**config.mk**
```make
export PLATFORM = sky130hd
export DESIGN_NAME = ready_poll_cmd
export DESIGN_NICKNAME = d
export VERILOG_FILES = /design/src/poll_pkg.sv /design/src/ready_sync.sv /design/src/ready_poll_cmd.sv
export SDC_FILE = /design/constraint.sdc
export NUM_CORES = 1
export LEC_CHECK = 0
export ABC_CLOCK_PERIOD_IN_PS = 6700
export BUFFER_PORTS_ARGS = -buffer_cell sky130_fd_sc_hd__buf_2
export CAP_MARGIN = 20
export CORE_MARGIN = 2
export CORE_UTILIZATION = 59
export DETAILED_ROUTE_END_ITERATION = 10
export GPL_ROUTABILITY_DRIVEN = 0
export GPL_TIMING_DRIVEN = 0
export HOLD_SLACK_MARGIN = 0.02
export MAX_ROUTING_LAYER = met4
export PLACE_DENSITY_LB_ADDON = 0.08
export SKIP_LAST_GASP = 1
export SYNTH_ARGS = -nofsm -noshare
export SYNTH_HDL_FRONTEND = slang
export SYNTH_SLANG_ARGS = --single-unit
```
**constraint.sdc**
```tcl
create_clock -name pclk -period 6.7 [get_ports pclk]
set_clock_uncertainty 0.2 [all_clocks]
set_input_delay 0 -clock pclk [delete_from_list [all_inputs] [get_ports pclk]]
set_output_delay 0 -clock pclk [all_outputs]
set_load 0.01 [all_outputs]
```
**src/poll_pkg.sv**
```systemverilog
/*
  Shared constants for the drive-ready polling engine and the command
  handshake: register offsets, status bit positions, result codes,
  opcodes and scan timing.
  Assumes a 50 MHz pclk and 32-bit APB data with word-aligned registers.
*/
package poll_pkg;

  typedef enum logic [1:0] {
    PH_CMD    = 2'b00,
    PH_EXEC   = 2'b01,
    PH_RESULT = 2'b10
  } phase_t;

  localparam int unsigned CLK_PERIOD_NS   = 20;
  localparam int unsigned SCAN_SHORT_US   = 220;
  localparam int unsigned SCAN_LONG_US    = 440;
  localparam int unsigned SCAN_SHORT_CYC  =
    (SCAN_SHORT_US * 1000) / CLK_PERIOD_NS;
  localparam int unsigned SCAN_LONG_CYC   =
    (SCAN_LONG_US * 1000) / CLK_PERIOD_NS;
  localparam int unsigned EXEC_CYC        = 16;

  localparam logic [11:0] MSR_OFFSET      = 12'h000;
  localparam logic [11:0] DATA_OFFSET     = 12'h004;
  localparam logic [11:0] DRIVE_OFFSET    = 12'h008;

  localparam int unsigned MSR_RQM_BIT     = 7;
  localparam int unsigned MSR_DIO_BIT     = 6;
  localparam int unsigned MSR_BUSY_BIT    = 4;
  localparam int unsigned ST0_NR_BIT      = 3;

  localparam logic [7:0]  ST0_INVALID     = 8'h80;
  localparam logic [7:0]  ST0_READY_CHG   = 8'hC0;
  localparam logic [7:0]  ST0_SEEK_END    = 8'h20;

  localparam logic [7:0]  OP_SENSE_INT    = 8'h08;
  localparam logic [7:0]  OP_RECAL        = 8'h07;

  localparam logic [1:0]  LAST_DRIVE      = 2'h3;

endpackage : poll_pkg

```
**src/ready_sync.sv**
```systemverilog
/*
  Three-stage synchroniser for the drive ready pin with a two-stage
  agreement filter on the output level.
  Assumes the pin is asynchronous to pclk.
*/
`timescale 1ns/1ps
module ready_sync (
  input  wire logic pclk,
  input  wire logic presetn,
  input  wire logic async_in,
  output logic      level
);

  typedef struct packed {
    logic s1;
    logic s2;
    logic s3;
    logic lvl;
  } sync_t;

  sync_t q;
  sync_t d;

  always_comb begin
    d    = q;
    d.s1 = async_in;
    d.s2 = q.s1;
    d.s3 = q.s2;
    if (q.s2 == q.s3) begin
      d.lvl = q.s3;
    end
  end

  always_ff @(posedge pclk or negedge presetn) begin
    if (!presetn) begin
      q <= '0;
    end else begin
      q <= d;
    end
  end

  assign level = q.lvl;

endmodule : ready_sync

```
**src/ready_poll_cmd.sv**
```systemverilog
/*
  Drive-ready polling engine and command-phase handshake with an APB
  register slave: main status, data and drive status registers.
  Assumes one ready pin that reflects the currently selected drive, and
  an APB master that polls the main status register before each byte.
*/
`timescale 1ns/1ps
module ready_poll_cmd
  import poll_pkg::*;
#(
  parameter int unsigned SCAN_SHORT_CYCLES = SCAN_SHORT_CYC,
  parameter int unsigned SCAN_LONG_CYCLES  = SCAN_LONG_CYC,
  parameter int unsigned EXEC_CYCLES       = EXEC_CYC
) (
  input  wire logic        pclk,
  input  wire logic        presetn,
  input  wire logic        psel,
  input  wire logic        penable,
  input  wire logic        pwrite,
  input  wire logic [11:0] paddr,
  input  wire logic [31:0] pwdata,
  output logic      [31:0] prdata,
  output logic             pready,
  output logic             pslverr,
  input  wire logic        drive_ready,
  output logic             drive_select_low,
  output logic             drive_select_high,
  output logic             int_req
);

  typedef struct packed {
    phase_t      phase;
    logic        byte_cnt;
    logic [7:0]  res0;
    logic [7:0]  res1;
    logic [1:0]  res_left;
    logic [15:0] exec_cnt;
    logic [1:0]  drive_sel;
    logic [15:0] slot_cnt;
    logic [3:0]  last_ready;
    logic [3:0]  seen;
    logic [3:0]  chg_pend;
    logic        seek_pend;
    logic [1:0]  seek_drive;
    logic        int_q;
    logic [31:0] prdata;
    logic        pready;
    logic        pslverr;
    logic [15:0] hold_cnt;
  } state_t;

  state_t     q;
  state_t     d;
  logic       rdy;
  logic [7:0] msr;
  logic       access;
  logic       data_wr;
  logic       data_rd;
  logic       found;
  logic [1:0] pick;

  ready_sync u_ready_sync (
    .pclk     (pclk),
    .presetn  (presetn),
    .async_in (drive_ready),
    .level    (rdy)
  );

  always_comb begin
    msr               = 8'h00;
    msr[MSR_RQM_BIT]  = (q.phase != PH_EXEC);
    msr[MSR_DIO_BIT]  = (q.phase != PH_CMD);
    msr[MSR_BUSY_BIT] = (q.phase != PH_CMD);
  end

  assign access  = psel & penable & q.pready;
  assign data_wr = access & pwrite & (paddr == DATA_OFFSET);
  assign data_rd = access & ~pwrite & (paddr == DATA_OFFSET);

  always_comb begin
    found = 1'b0;
    pick  = 2'h0;
    for (int i = 3; i >= 0; i--) begin
      if (q.chg_pend[i]) begin
        found = 1'b1;
        pick  = 2'(i);
      end
    end
  end

  always_comb begin
    d         = q;
    d.pready  = 1'b0;
    d.pslverr = 1'b0;
    // Answer in the second access cycle
    if (psel && penable && !q.pready) begin
      d.pready = 1'b1;
      d.prdata = 32'h0000_0000;
      case (paddr)
        MSR_OFFSET:   d.prdata[7:0] = msr;
        DATA_OFFSET: begin
          if (q.phase == PH_RESULT) begin
            d.prdata[7:0] = q.res0;
          end
        end
        DRIVE_OFFSET: d.prdata[11:0] = {q.chg_pend, q.last_ready,
                                        2'b00, q.drive_sel};
        default:      d.pslverr = 1'b1;
      endcase
    end

    // Bytes are taken only while the status shows request and host-to-device
    if (data_wr && q.phase == PH_CMD) begin
      if (!q.byte_cnt) begin
        case (pwdata[7:0])
          OP_SENSE_INT: begin
            d.phase = PH_RESULT;
            d.res1  = 8'h00;
            if (found) begin
              d.res0             = ST0_READY_CHG | {6'h00, pick};
              d.res0[ST0_NR_BIT] = ~q.last_ready[pick];
              d.chg_pend[pick]   = 1'b0;
              d.res_left         = 2'd2;
            end else if (q.seek_pend) begin
              d.res0      = ST0_SEEK_END | {6'h00, q.seek_drive};
              d.seek_pend = 1'b0;
              d.res_left  = 2'd2;
            end else begin
              d.res0     = ST0_INVALID;
              d.res_left = 2'd1;
            end
          end
          OP_RECAL: d.byte_cnt = 1'b1;
          default: begin
            d.phase    = PH_RESULT;
            d.res0     = ST0_INVALID;
            d.res_left = 2'd1;
          end
        endcase
      end else begin
        d.byte_cnt   = 1'b0;
        d.seek_drive = pwdata[1:0];
        d.phase      = PH_EXEC;
        d.exec_cnt   = 16'(EXEC_CYCLES - 1);
      end
    end

    if (data_rd && q.phase == PH_RESULT) begin
      d.res0     = q.res1;
      d.res_left = q.res_left - 2'd1;
      if (q.res_left == 2'd1) begin
        d.phase = PH_CMD;
      end
    end

    if (q.phase == PH_EXEC) begin
      if (q.exec_cnt == 16'h0000) begin
        d.phase     = PH_CMD;
        d.seek_pend = 1'b1;
      end else begin
        d.exec_cnt = q.exec_cnt - 16'h0001;
      end
    end

    // Polling never stops; a new change wins over a sense clear above
    if (q.slot_cnt == 16'h0000) begin
      if (q.seen[q.drive_sel] && q.last_ready[q.drive_sel] != rdy) begin
        d.chg_pend[q.drive_sel] = 1'b1;
      end
      d.last_ready[q.drive_sel] = rdy;
      d.seen[q.drive_sel]       = 1'b1;
      d.drive_sel               = q.drive_sel + 2'h1;
      if (d.drive_sel == LAST_DRIVE) begin
        d.slot_cnt = 16'(SCAN_LONG_CYCLES - 1);
      end else begin
        d.slot_cnt = 16'(SCAN_SHORT_CYCLES - 1);
      end
    end else begin
      d.slot_cnt = q.slot_cnt - 16'h0001;
    end

    // Cycles the current select code has been held
    if (d.drive_sel != q.drive_sel) begin
      d.hold_cnt = 16'h0000;
    end else begin
      d.hold_cnt = q.hold_cnt + 16'h0001;
    end

    d.int_q = (|d.chg_pend) | d.seek_pend;
  end

  always_ff @(posedge pclk or negedge presetn) begin
    if (!presetn) begin
      q          <= '0;
      q.slot_cnt <= 16'(SCAN_SHORT_CYCLES - 1);
    end else begin
      q <= d;
    end
  end

  assign prdata            = q.prdata;
  assign pready            = q.pready;
  assign pslverr           = q.pslverr;
  assign drive_select_low  = q.drive_sel[0];
  assign drive_select_high = q.drive_sel[1];
  assign int_req           = q.int_q;
endmodule : ready_poll_cmd

```
==> results of run 1 <==
worst reg2reg max path: stages, from the launching register on:
cell and delay (ns):
dfstp_2 0.39, or4_1 0.59, nor4_2 0.62, nand2_1 0.14, clkbuf_1 0.29, nor2_1 0.28, a21oi_1 0.07
kinds of logic after synthesis:
kind of cell | share of synthesized area
buf+inv | 0.0813
xor+xnor | 0.0305
mux | 0.0427
compound gates | 0.103
fa+ha+maj | 0.0274
other cells | 0.000934
simple gates | 0.218
flops | 0.495
metrics by stage:
| stage | hold slack, ns | std cells | total power (W) |
|---|---|---|---|
| finish | 0.0365 | 590 | 0.000896 |
| global route | 0.0568 | 590 | 0.000930 |
| CTS | 0.0204 | 590 | 0.000900 |
| detailed placement | -0.322 | 547 | 0.000533 |
| global placement | -0.0900 | 546 | 0.000530 |
| floorplan | -0.496 | 424 | 0.000511 |
per-layer routing:
metal  GRT usage  part of all wire
met5           -                 0
met4       0.112             0.017
met3      0.0419             0.033
met2       0.393              0.50
met1       0.303              0.45
power by group through the flow:
stage                     combinational (W)  clock [W]  sequential [W]
after floorplan                   0.0000215          0        0.000489
after global placement            0.0000417          0        0.000489
after detailed placement          0.0000445          0        0.000489
after CTS                         0.0000534   0.000367        0.000480
after global routing              0.0000599   0.000391        0.000480
final                             0.0000540   0.000362        0.000480
cell usage in the layout, fill, tap and decap left out, types with 3 or more instances in the layout:
master / instances
a21o_1: 4
a21oi_1: 16
a22oi_1: 3
buf_2: 41
buf_4: 33
clkbuf_1: 11
clkbuf_8: 11
conb_1: 20
dfrtp_1: 69
dfstp_2: 10
dlygate4sd3_1: 27
ha_1: 8
inv_1: 14
mux2_2: 7
mux2i_1: 7
nand2_1: 46
nand2b_1: 11
nand3_1: 16
nand4_1: 4
nor2_1: 27
nor2b_1: 5
nor3_1: 13
nor3b_1: 6
nor4_1: 6
o21ai_0: 19
o311ai_0: 3
o31ai_1: 7
o41ai_1: 4
or2_2: 7
or3_1: 8
or4_1: 5
xnor2_1: 8
xor2_1: 6
area by class of cell:
| type | instances | area share |
|---|---|---|
| Buffer | 41 | 0.0559 |
| Sequential cell | 79 | 0.406 |
| Tap cell | 80 | 0.0204 |
| Inverter | 14 | 0.0107 |
| Timing Repair Buffer | 70 | 0.104 |
| Clock buffer | 13 | 0.0324 |
| Multi-Input combinational cell | 290 | 0.361 |
| Clock inverter | 3 | 0.00868 |
what timing repair did:
action / CTS / global route
hold buffers: 27 / 0
buffers inserted: 0 / 0
endpoints found under the hold margin: 101 / 0
path summary, 6_finish.rpt:
kind,end,startpoint,slack (ns),cells after the start
setup / recovery,q[95],paddr[10],3.34,11
hold / removal,q[116],pwdata[3],0.04,4
setup reg to reg,q[69],q[73],3.97,6
hold reg to reg,u_ready_sync.d[1],u_ready_sync.d[2],0.15,0
max in group asynchronous,q[81],presetn,4.88,4
min in group asynchronous,q[75],presetn,0.59,3
==> impl_results.md, run 1 <==
* Outcome: finished clean
* Worst Tran Pin Value at 0.830 ns
* Share of cells above drive strength 1 at 0.233
* Number of global-route vias before repair at 2981
* Area share of the leading cell type in the synthesized netlist at 0.430
* Grt total ovfl at 0
* Leakage at 2.26 nW
* Pre-antenna DRT Iters at 4
* Number of synthesized flops with an enable pin at 0
* Switching power at 0.000199 W
* Row count at 30
* Setup TNS at 0 ns
* Clock slew at reported path FFs at 0.08 ns
* CP endpoint kind: register
* Area added between synthesis and finish at 22.0%
* Width of the die at 86.5 µm
* Total Routing Usage GR at 0.244
* RSZ-0062 raised after global routing: false
* CTS tree: built
* Mapped Avg Cell Area at 9.91 µm²
* Fillers at 488
* Crit path max-delay cell type: dlygate4sd3_1
* Antenna violations before repair at 0
* Max stage delay on crit path at 0.66 ns
* Synthesized area at 4020 µm²
* Comb power frac at 0.060
* Synth top area cells: dfrtp_1 (43%), dfstp_2 (6.5%), buf_4 (6.0%)
* Maxcap violations at 0
* Pre-CTS WS at 4.00 ns
* F_max at 0.297 GHz
* Root Driver: clkbuf_8
* Reg with most FFs: q
* Die area at 7480 µm²
* Total CTS buffers at 9
* I/O Buffers at 42
* Crit path cell chain: dlygate4sd3_1 -> buf_2 -> nor4_1 -> dlygate4sd3_1 -> nand4_1 -> or3_1 -> or2_2 -> clkbuf_1 -> clkbuf_1 -> o211ai_1 -> o31ai_1
* Seq/Total Area, Yosys at 0.495
* Max IR drop VDD at 0.000122 V
* Clk buf depth at 2
* Finished Cell Area at 4900 µm²
* Count leader, synth: dfrtp_1
* Num ports at 87
* Most frequent cells after synthesis: dfrtp_1 (69), nand2_1 (46), buf_4 (32)
* Critical path fanouts, max at 10
* Req. time, crit path at 6.74 ns
* Core area at 6680 µm²
* Final hold violations at 0
* Vias per cell at 5.40
* Clk Latency, worst-skew pair at 0.36 ns
* Clock share of power at 0.404
* Slew Viols, Final at 0
* Final Worst Setup Slack at 3.34 ns
* Pwr Density at 183 nW/µm²
* Post-CTS resize count at 0
* H-tree depth at 3
* Yosys top cell by area: dfrtp_1
* Internal power at 0.000697 W
* FF/Latch Area at 1990 µm²
* Largest net degree at the start of global routing at 66
* DPL Wire Length at 5620 µm
* Nets at 563
* Crit path arrival time at 3.40 ns
* Power share of the sequential group at 0.535
* Syn. warnings at 0
* Multi-input logic area at 1770 µm²
* Post-Syn Instances at 405
* DRC viols at 0
* Final worst path period share at 0.502
* CP Launch Type: input port
* First-pass GRT wire length at 13900 µm
* CP top delay family: buffers and inverters
* Starting DRT DRC Count at 176
* Final setup fails at 0
* Wire length per cell at 14.1 µm
* Final ANT Viol Nets at 0
* Hold crit path type: in -> reg
* Seq cells post-synth at 79
* Diode count at 0
* CP Buf/Inv Count at 5
* Util after Layout at 0.733
* Top FF cell, synth: dfrtp_1
* Worst slew margin at 0.445
* CTS sink count at 79
* Crit path time final at 3.36 ns
* Routed WL at 8350 µm
* Initial Util at 0.601
* Routed vias at 3184
* Post-placement cell area at 4430 µm²
* Synth unique cells at 49
* Asr flop ratio synth at 1.00
* Crit Path Category: in -> reg
* Largest register FFs at 58
* Switching part of the total at 0.222
* Die height at 86.5 µm
No activity file was read; power rests on OpenSTA's default activity.
==> inputs of run 2 (changes only) <==
--- a/config.mk
+++ b/config.mk
@@ -5,11 +5,11 @@
 export SDC_FILE = /design/constraint.sdc
 export NUM_CORES = 1
 export LEC_CHECK = 0
-export ABC_CLOCK_PERIOD_IN_PS = 6700
+export ABC_CLOCK_PERIOD_IN_PS = 2750
 export BUFFER_PORTS_ARGS = -buffer_cell sky130_fd_sc_hd__buf_2
 export CAP_MARGIN = 20
 export CORE_MARGIN = 2
-export CORE_UTILIZATION = 59
+export CORE_UTILIZATION = 49
 export DETAILED_ROUTE_END_ITERATION = 10
 export GPL_ROUTABILITY_DRIVEN = 0
 export GPL_TIMING_DRIVEN = 0
==> constraint.sdc (replaced) <==
create_clock -name pclk -period 2.75 [get_ports pclk]
set_clock_uncertainty 0.2 [all_clocks]
set_input_delay 0 -clock pclk [delete_from_list [all_inputs] [get_ports pclk]]
set_output_delay 0 -clock pclk [all_outputs]
set_load 0.01 [all_outputs]
==> run 2 against run 1 <==
Utilization fell by 11 points. Register-to-register slack got worse by 3.9 ns. Via count fell by 1.4%. Global-route usage fell by 4.3 points. First-iteration DRC count fell by 36%. Routed wire length fell by 2.8%. Clock power rose to 2.8 times the previous value. Power rose to 2.6 times the previous value. Count of clock-buffer cells in the layout did not move. Cell area rose by 2.7%. Worst hold slack got worse by 0.012 ns. Final cell count rose by 4.6%.
==> impl_results.md, run 2 (synthesized netlist as in run 1, its figures left out) <==
* Outcome: finished clean (unchanged)
* Crit path cell chain: or4_4 -> or4_4 -> or3_1 -> or3_1 -> nor3b_2 -> a21o_1 (was dlygate4sd3_1 -> buf_2 -> nor4_1 -> dlygate4sd3_1 -> nand4_1 -> or3_1 -> or2_2 -> clkbuf_1 -> clkbuf_1 -> o211ai_1 -> o31ai_1)
* Crit path max-delay cell type: or4_4 (was dlygate4sd3_1)
* Slew Viols, Final at 0 (unchanged)
* Worst slew margin at 0.439 (was 0.445)
* Hold crit path type: in -> reg (unchanged)
* Crit Path Category: reg -> reg (was in -> reg)
* DRC viols at 0 (unchanged)
* Final worst path period share at 0.976
* Fillers at 699 (was 488)
* Routed WL at 8110 µm (was 8350 µm)
* Layout Cells excl Fill at 617 (was 590)
* R2r setup slk at 0.07 ns (was 3.97 ns)
* DPL Wire Length at 5660 µm (was 5620 µm)
* H-tree depth at 3 (unchanged)
* Reg2reg start: q[69] (was q[73])
* Worst Reg2Reg Path Length in Cells at 6 (unchanged)
* Core area at 8090 µm² (was 6680 µm²)
* DP Cell Count at 572 (was 547)
* F_max at 0.373 GHz
* Die height at 94.5 µm (was 86.5 µm)
* Total CTS buffers at 9 (unchanged)
* Clock slew at reported path FFs at 0.08 ns (about the same)
* I/O Buffers at 42 (unchanged)
* Largest net degree at the start of global routing at 64 (was 66)
* Crit path time final at 2.68 ns
* Area added between synthesis and finish at 25.3% (was 22.0%)
* Leakage at 2.32 nW (was 2.26 nW)
* Maxcap violations at 0 (unchanged)
* Most common cell after layout, fill and taps aside: dfrtp_1 (unchanged)
* Share of cells above drive strength 1 at 0.248 (was 0.233)
* FF/Latch Area at 1990 µm² (unchanged)
* Vias per cell at 5.09 (was 5.40)
* Finished Cell Area at 5030 µm² (was 4900 µm²)
* Critical path fanouts, max at 4 (was 10)
* Worst Tran Pin Value at 0.840 ns (was 0.830 ns)
* Diode count at 0 (unchanged)
* Row count at 33 (was 30)
* Nets at 565 (was 563)
* Max stage delay on crit path at 0.56 ns (was 0.66 ns)
* Num ports at 87 (unchanged)
* Most frequent cells in the layout: dfrtp_1 (69), nand2_1 (46), buf_2 (41) (unchanged)
* RSZ-0062 raised after global routing: true (was false)
* Total Routing Usage GR at 0.202 (was 0.244)
* Post-placement cell area at 4460 µm² (was 4430 µm²)
* Req. time, crit path at 2.84 ns (was 6.74 ns)
* Root Driver: clkbuf_8 (unchanged)
* Critical R2R Capture: q[81] (was q[69])
* Final Worst Setup Slack at 0.0672 ns (was 3.34 ns)
* Critical Path Sink: q[81] (was q[95])
* Pre-CTS WS at 0.0504 ns (was 4.00 ns)
* Routed vias at 3140 (was 3184)
* Clk buf depth at 2 (unchanged)
* Power after layout at 0.00233 W (was 0.000896 W)
* Antenna violations before repair at 0 (unchanged)
* CP startpoint: q[69] (was paddr[10])
* Max IR drop VDD at 0.000327 V (was 0.000122 V)
* Wire length per cell at 13.1 µm (was 14.1 µm)
* Final setup fails at 0 (unchanged)
* Clk Latency, worst-skew pair at 0.35 ns (was 0.36 ns)
* Reg with most FFs: q (unchanged)
* First-pass GRT wire length at 13500 µm (was 13900 µm)
* Fin Hold WS at 0.0240 ns (was 0.0365 ns)
* CP endpoint kind: register (unchanged)
* Initial Util at 0.496 (was 0.601)
* Final hold violations at 0 (unchanged)
* Largest register FFs at 58 (unchanged)
* CTS tree: built (unchanged)
* Number of global-route vias before repair at 2854 (was 2981)
* Die area at 8930 µm² (was 7480 µm²)
* Starting DRT DRC Count at 112 (was 176)
* Width of the die at 94.5 µm (was 86.5 µm)
* Final ANT Viol Nets at 0 (unchanged)
* Crit path arrival time at 2.77 ns (was 3.40 ns)
* Pre-antenna DRT Iters at 5 (was 4)
* CP Launch Type: register (was input port)
* CTS sink count at 79 (unchanged)
* Pwr Density at 462 nW/µm² (was 183 nW/µm²)
* Multi-input logic area at 1820 µm² (was 1770 µm²)
* Grt total ovfl at 0 (unchanged)
run 2: changes by cell type in the layout (fill, tap and decap cells not counted), sizes merged:
cell / before / now
clkinv: 1 / 0
buf: 75 / 77
clkinvlp: 1 / 0
bufinv: 1 / 3
run 2: per-layer routing:
layer	wire length (µm)	track usage	vias up	share of wire
met5	0	-	-	0
met2	3830	0.308	71	0.47
met4	114	0.0592	0	0.014
met1	3810	0.265	1480	0.47
met3	364	0.0551	13	0.045
li1	-	-	1576	-
run 2: worst min path at each step:
| stage | depth (start not counted) | endpoint | slack, ns | startpoint |
|---|---|---|---|---|
| after detailed placement | 1 | q[61] | -0.31 | presetn |
| after global placement | 1 | u_ready_sync.d[2] | -0.09 | drive_ready |
| after CTS | 2 | q[73] | 0.02 | presetn |
| after floorplan | 0 | drive_select_high | -0.50 | presetn |
| after global routing | 2 | q[79] | 0.03 | presetn |
| final | 5 | q[56] | 0.02 | paddr[9] |
run 2: layout make-up:
class	instances	share of cell area
plain buffers	41	0.0547
clock buffers	13	0.0296
clock inverters	3	0.0179
inverters	14	0.0104
multi-input cells	290	0.362
flip-flops and latches	79	0.395
well taps	105	0.0261
repair buffers	72	0.104
run 2: through the flow:
step	setup TNS, ns	util
final	0	0.622
after global routing	-0.0195	0.622
after CTS	0	0.614
after detailed placement	0	0.551
after global placement	0	0.547
after floorplan	0	-
run 2: where the power goes:
group	total, W	leakage (nW)	internal (W)	switching (W)
logic	0.000131	1.26	0.0000632	0.0000679
clock network	0.00103	0.118	0.000630	0.000397
registers	0.00117	0.943	0.00117	0.00000173
total	0.00233	2.32	0.00186	0.000467
run 2: critical path, delay by kind of cell (launching register included):
kind / cells / cell delay (ns)
DFF: 1 / 0.41
and+or+nand+nor: 5 / 1.91
AOI/OAI and AO/OA: 1 / 0.11
run 2: timing repair:
item | CTS | global route
gates resized for setup | 0 | 10
setup buffers | 0 | 2
setup endpoints to repair | 0 | 23
hold buffers | 27 | 0
hold endpoints to repair | 101 | 0
==> inputs of run 3 (changes only) <==
--- a/config.mk
+++ b/config.mk
@@ -8,14 +8,13 @@
 export ABC_CLOCK_PERIOD_IN_PS = 2750
 export BUFFER_PORTS_ARGS = -buffer_cell sky130_fd_sc_hd__buf_2
 export CAP_MARGIN = 20
-export CORE_MARGIN = 2
 export CORE_UTILIZATION = 49
 export DETAILED_ROUTE_END_ITERATION = 10
 export GPL_ROUTABILITY_DRIVEN = 0
 export GPL_TIMING_DRIVEN = 0
 export HOLD_SLACK_MARGIN = 0.02
 export MAX_ROUTING_LAYER = met4
-export PLACE_DENSITY_LB_ADDON = 0.08
+export PLACE_DENSITY_LB_ADDON = 0.3
 export SKIP_LAST_GASP = 1
 export SYNTH_ARGS = -nofsm -noshare
 export SYNTH_HDL_FRONTEND = slang
==> run 3 against run 2 <==
Sequential cell count stayed put. Critical path type unchanged. Via count increased by 1.6%. Routed wire length grew 4.1%. Critical path depth stayed put. Die area shrank 4.2%. Maximum frequency barely moved. Worst hold slack improved by 0.014 ns. Largest power group unchanged. Clock power down 6%. Combinational power about the same. Highest routed layer unchanged. Register-to-register slack is essentially flat. Worst setup slack better by 0.0018 ns.
==> impl_results.md, run 3 (synthesized netlist as in run 1, its figures left out) <==
* Outcome: finished clean (unchanged)
* DPL Wire Length at 5910 µm (was 5660 µm)
* Routed WL at 8440 µm (was 8110 µm)
* F_max at 0.373 GHz (about the same)
* Area added between synthesis and finish at 24.0% (was 25.3%)
* Crit path arrival time at 2.77 ns (about the same)
* Layout Cells excl Fill at 611 (was 617)
* Die area at 8560 µm² (was 8930 µm²)
* Die height at 92.5 µm (was 94.5 µm)
* Worst Reg2Reg Path Length in Cells at 6 (unchanged)
* Max IR drop VDD at 0.000312 V (was 0.000327 V)
* Final ANT Viol Nets at 0 (unchanged)
* Most common cell after layout, fill and taps aside: dfrtp_1 (unchanged)
* I/O Buffers at 42 (unchanged)
* Largest net degree at the start of global routing at 67 (was 64)
* Number of global-route vias before repair at 3132 (was 2854)
* CP endpoint kind: register (unchanged)
* Most frequent cells in the layout: dfrtp_1 (69), nand2_1 (46), buf_2 (41) (unchanged)
* CTS tree: built (unchanged)
* CP Depth at 6 (unchanged)
* Worst Tran Pin Value at 0.804 ns (was 0.840 ns)
* Final worst path period share at 0.975 (was 0.976)
* Total Routing Usage GR at 0.222 (was 0.202)
* Hold path depth at 5 (unchanged)
* Routed vias at 3189 (was 3140)
* Fin Hold WS at 0.0375 ns (was 0.0240 ns)
* Critical R2R Capture: q[81] (unchanged)
* Root Driver: clkbuf_8 (unchanged)
* Reg with most FFs: q (unchanged)
* Slew Viols, Final at 0 (unchanged)
* Width of the die at 92.5 µm (was 94.5 µm)
* Finished Cell Area at 4980 µm² (was 5030 µm²)
* Crit path max-delay cell type: or4_4 (unchanged)
* Diode count at 0 (unchanged)
* Max stage delay on crit path at 0.57 ns (was 0.56 ns)
* Clk Latency, worst-skew pair at 0.35 ns (about the same)
* Crit Path Category: reg -> reg (unchanged)
* Clock slew at reported path FFs at 0.08 ns (about the same)
* RSZ-0062 raised after global routing: true (unchanged)
* Post-placement cell area at 4450 µm² (was 4460 µm²)
* CP Launch Type: register (unchanged)
* Initial Util at 0.514 (was 0.496)
* DP Cell Count at 569 (was 572)
* Worst slew margin at 0.463 (was 0.439)
* Grt total ovfl at 0 (unchanged)
* First-pass GRT wire length at 14300 µm (was 13500 µm)
* Starting DRT DRC Count at 119 (was 112)
* Largest register FFs at 58 (unchanged)
* Maxcap violations at 0 (unchanged)
* Util after Layout at 0.638 (was 0.622)
* Reg2reg start: q[69] (unchanged)
* Hold EP: q[57] (was q[56])
* CTS sink count at 79 (unchanged)
* Pwr Density at 455 nW/µm² (was 462 nW/µm²)
* Core area at 7810 µm² (was 8090 µm²)
* Row count at 32 (was 33)
* Antenna violations before repair at 0 (unchanged)
* Clk buf depth at 2 (unchanged)
* CP Buf/Inv Count at 0 (unchanged)
* Final setup fails at 0 (unchanged)
* Crit path cell chain: or4_4 -> or4_4 -> or3_4 -> or3_4 -> nor3b_2 -> a21o_1 (was or4_4 -> or4_4 -> or3_1 -> or3_1 -> nor3b_2 -> a21o_1)
* CP top delay family: simple AND/OR/NAND/NOR gates (unchanged)
* Vias per cell at 5.22 (was 5.09)
* Hold crit path type: in -> reg (unchanged)
* Num ports at 87 (unchanged)
* H-tree depth at 3 (unchanged)
* Crit path time final at 2.68 ns (about the same)
* Wire length per cell at 13.8 µm (was 13.1 µm)
* Pre-antenna DRT Iters at 4 (was 5)
* Total CTS buffers at 9 (unchanged)
* Share of cells above drive strength 1 at 0.259 (was 0.248)
* Min-delay src: paddr[9] (unchanged)
* Leakage at 2.30 nW (was 2.32 nW)
* Critical path fanouts, max at 4 (unchanged)
* DRC viols at 0 (unchanged)
* Final hold violations at 0 (unchanged)
* R2r setup slk at 0.07 ns (about the same)
* Nets at 562 (was 565)
* Req. time, crit path at 2.84 ns (about the same)
* Power after layout at 0.00226 W (was 0.00233 W)
## run 3: power breakdown
part           internal [W]  total (W)  switching [W]
registers           0.00117    0.00117     0.00000178
clock network      0.000538   0.000966       0.000427
logic             0.0000613   0.000129      0.0000681
total               0.00177    0.00226       0.000497
## run 3: timing repair
action                     in CTS  in global routing
setup endpoints to repair       1                 21
buffers inserted                0                  3
hold buffers                   23                  0
pin swaps                       0                  1
gates resized for setup         1                 11
hold endpoints to repair      103                  0
## run 3: final cells by class
type / count / area, µm²
Multi-Input combinational cell: 290 / 1820
Timing Repair Buffer: 69 / 493
Inverter: 14 / 52.6
Buffer: 41 / 275
Clock inverter: 5 / 81.3
Sequential cell: 79 / 1990
Fill cell: 648 / 2830
Tap cell: 102 / 128
Clock buffer: 11 / 141
## run 3: how the worst max path moves through the flow
| stage | from | endpoint |
|---|---|---|
| 2_1_floorplan | q[69] | q[81] |
| 3_3_place_gp | q[69] | q[81] |
| 3_5_place_dp | q[89] | q[99] |
| 4_1_cts | pwdata[7] | int_req |
| 5_1_grt | paddr[10] | q[95] |
| 6_report | q[69] | q[81] |
## run 3: per-stage QoR
stage | setup WS (ns) | TNS (ns)
2_1_floorplan | 0.189 | 0
3_3_place_gp | 0.0936 | 0
3_5_place_dp | 0.0133 | 0
4_1_cts | 0.00264 | 0
5_1_grt | -0.0370 | -0.0721
6_report | 0.0690 | 0
## run 3: tightest hold or removal path: cells and delay by family
| kind | cells | cell delay, ns |
|---|---|---|
| simple gates | 2 | 0.26 |
| compound gates | 2 | 0.21 |
| buf+inv | 1 | 0.07 |
## run 3: layer usage
metal  global-route usage  vias to the layer above  routed length [µm]
met5                    -                        -                   0
met4               0.0807                        0                 144
met3               0.0452                       11                 334
met2                0.358                       82                4180
met1                0.276                     1528                3780
li1                     -                     1568                   -
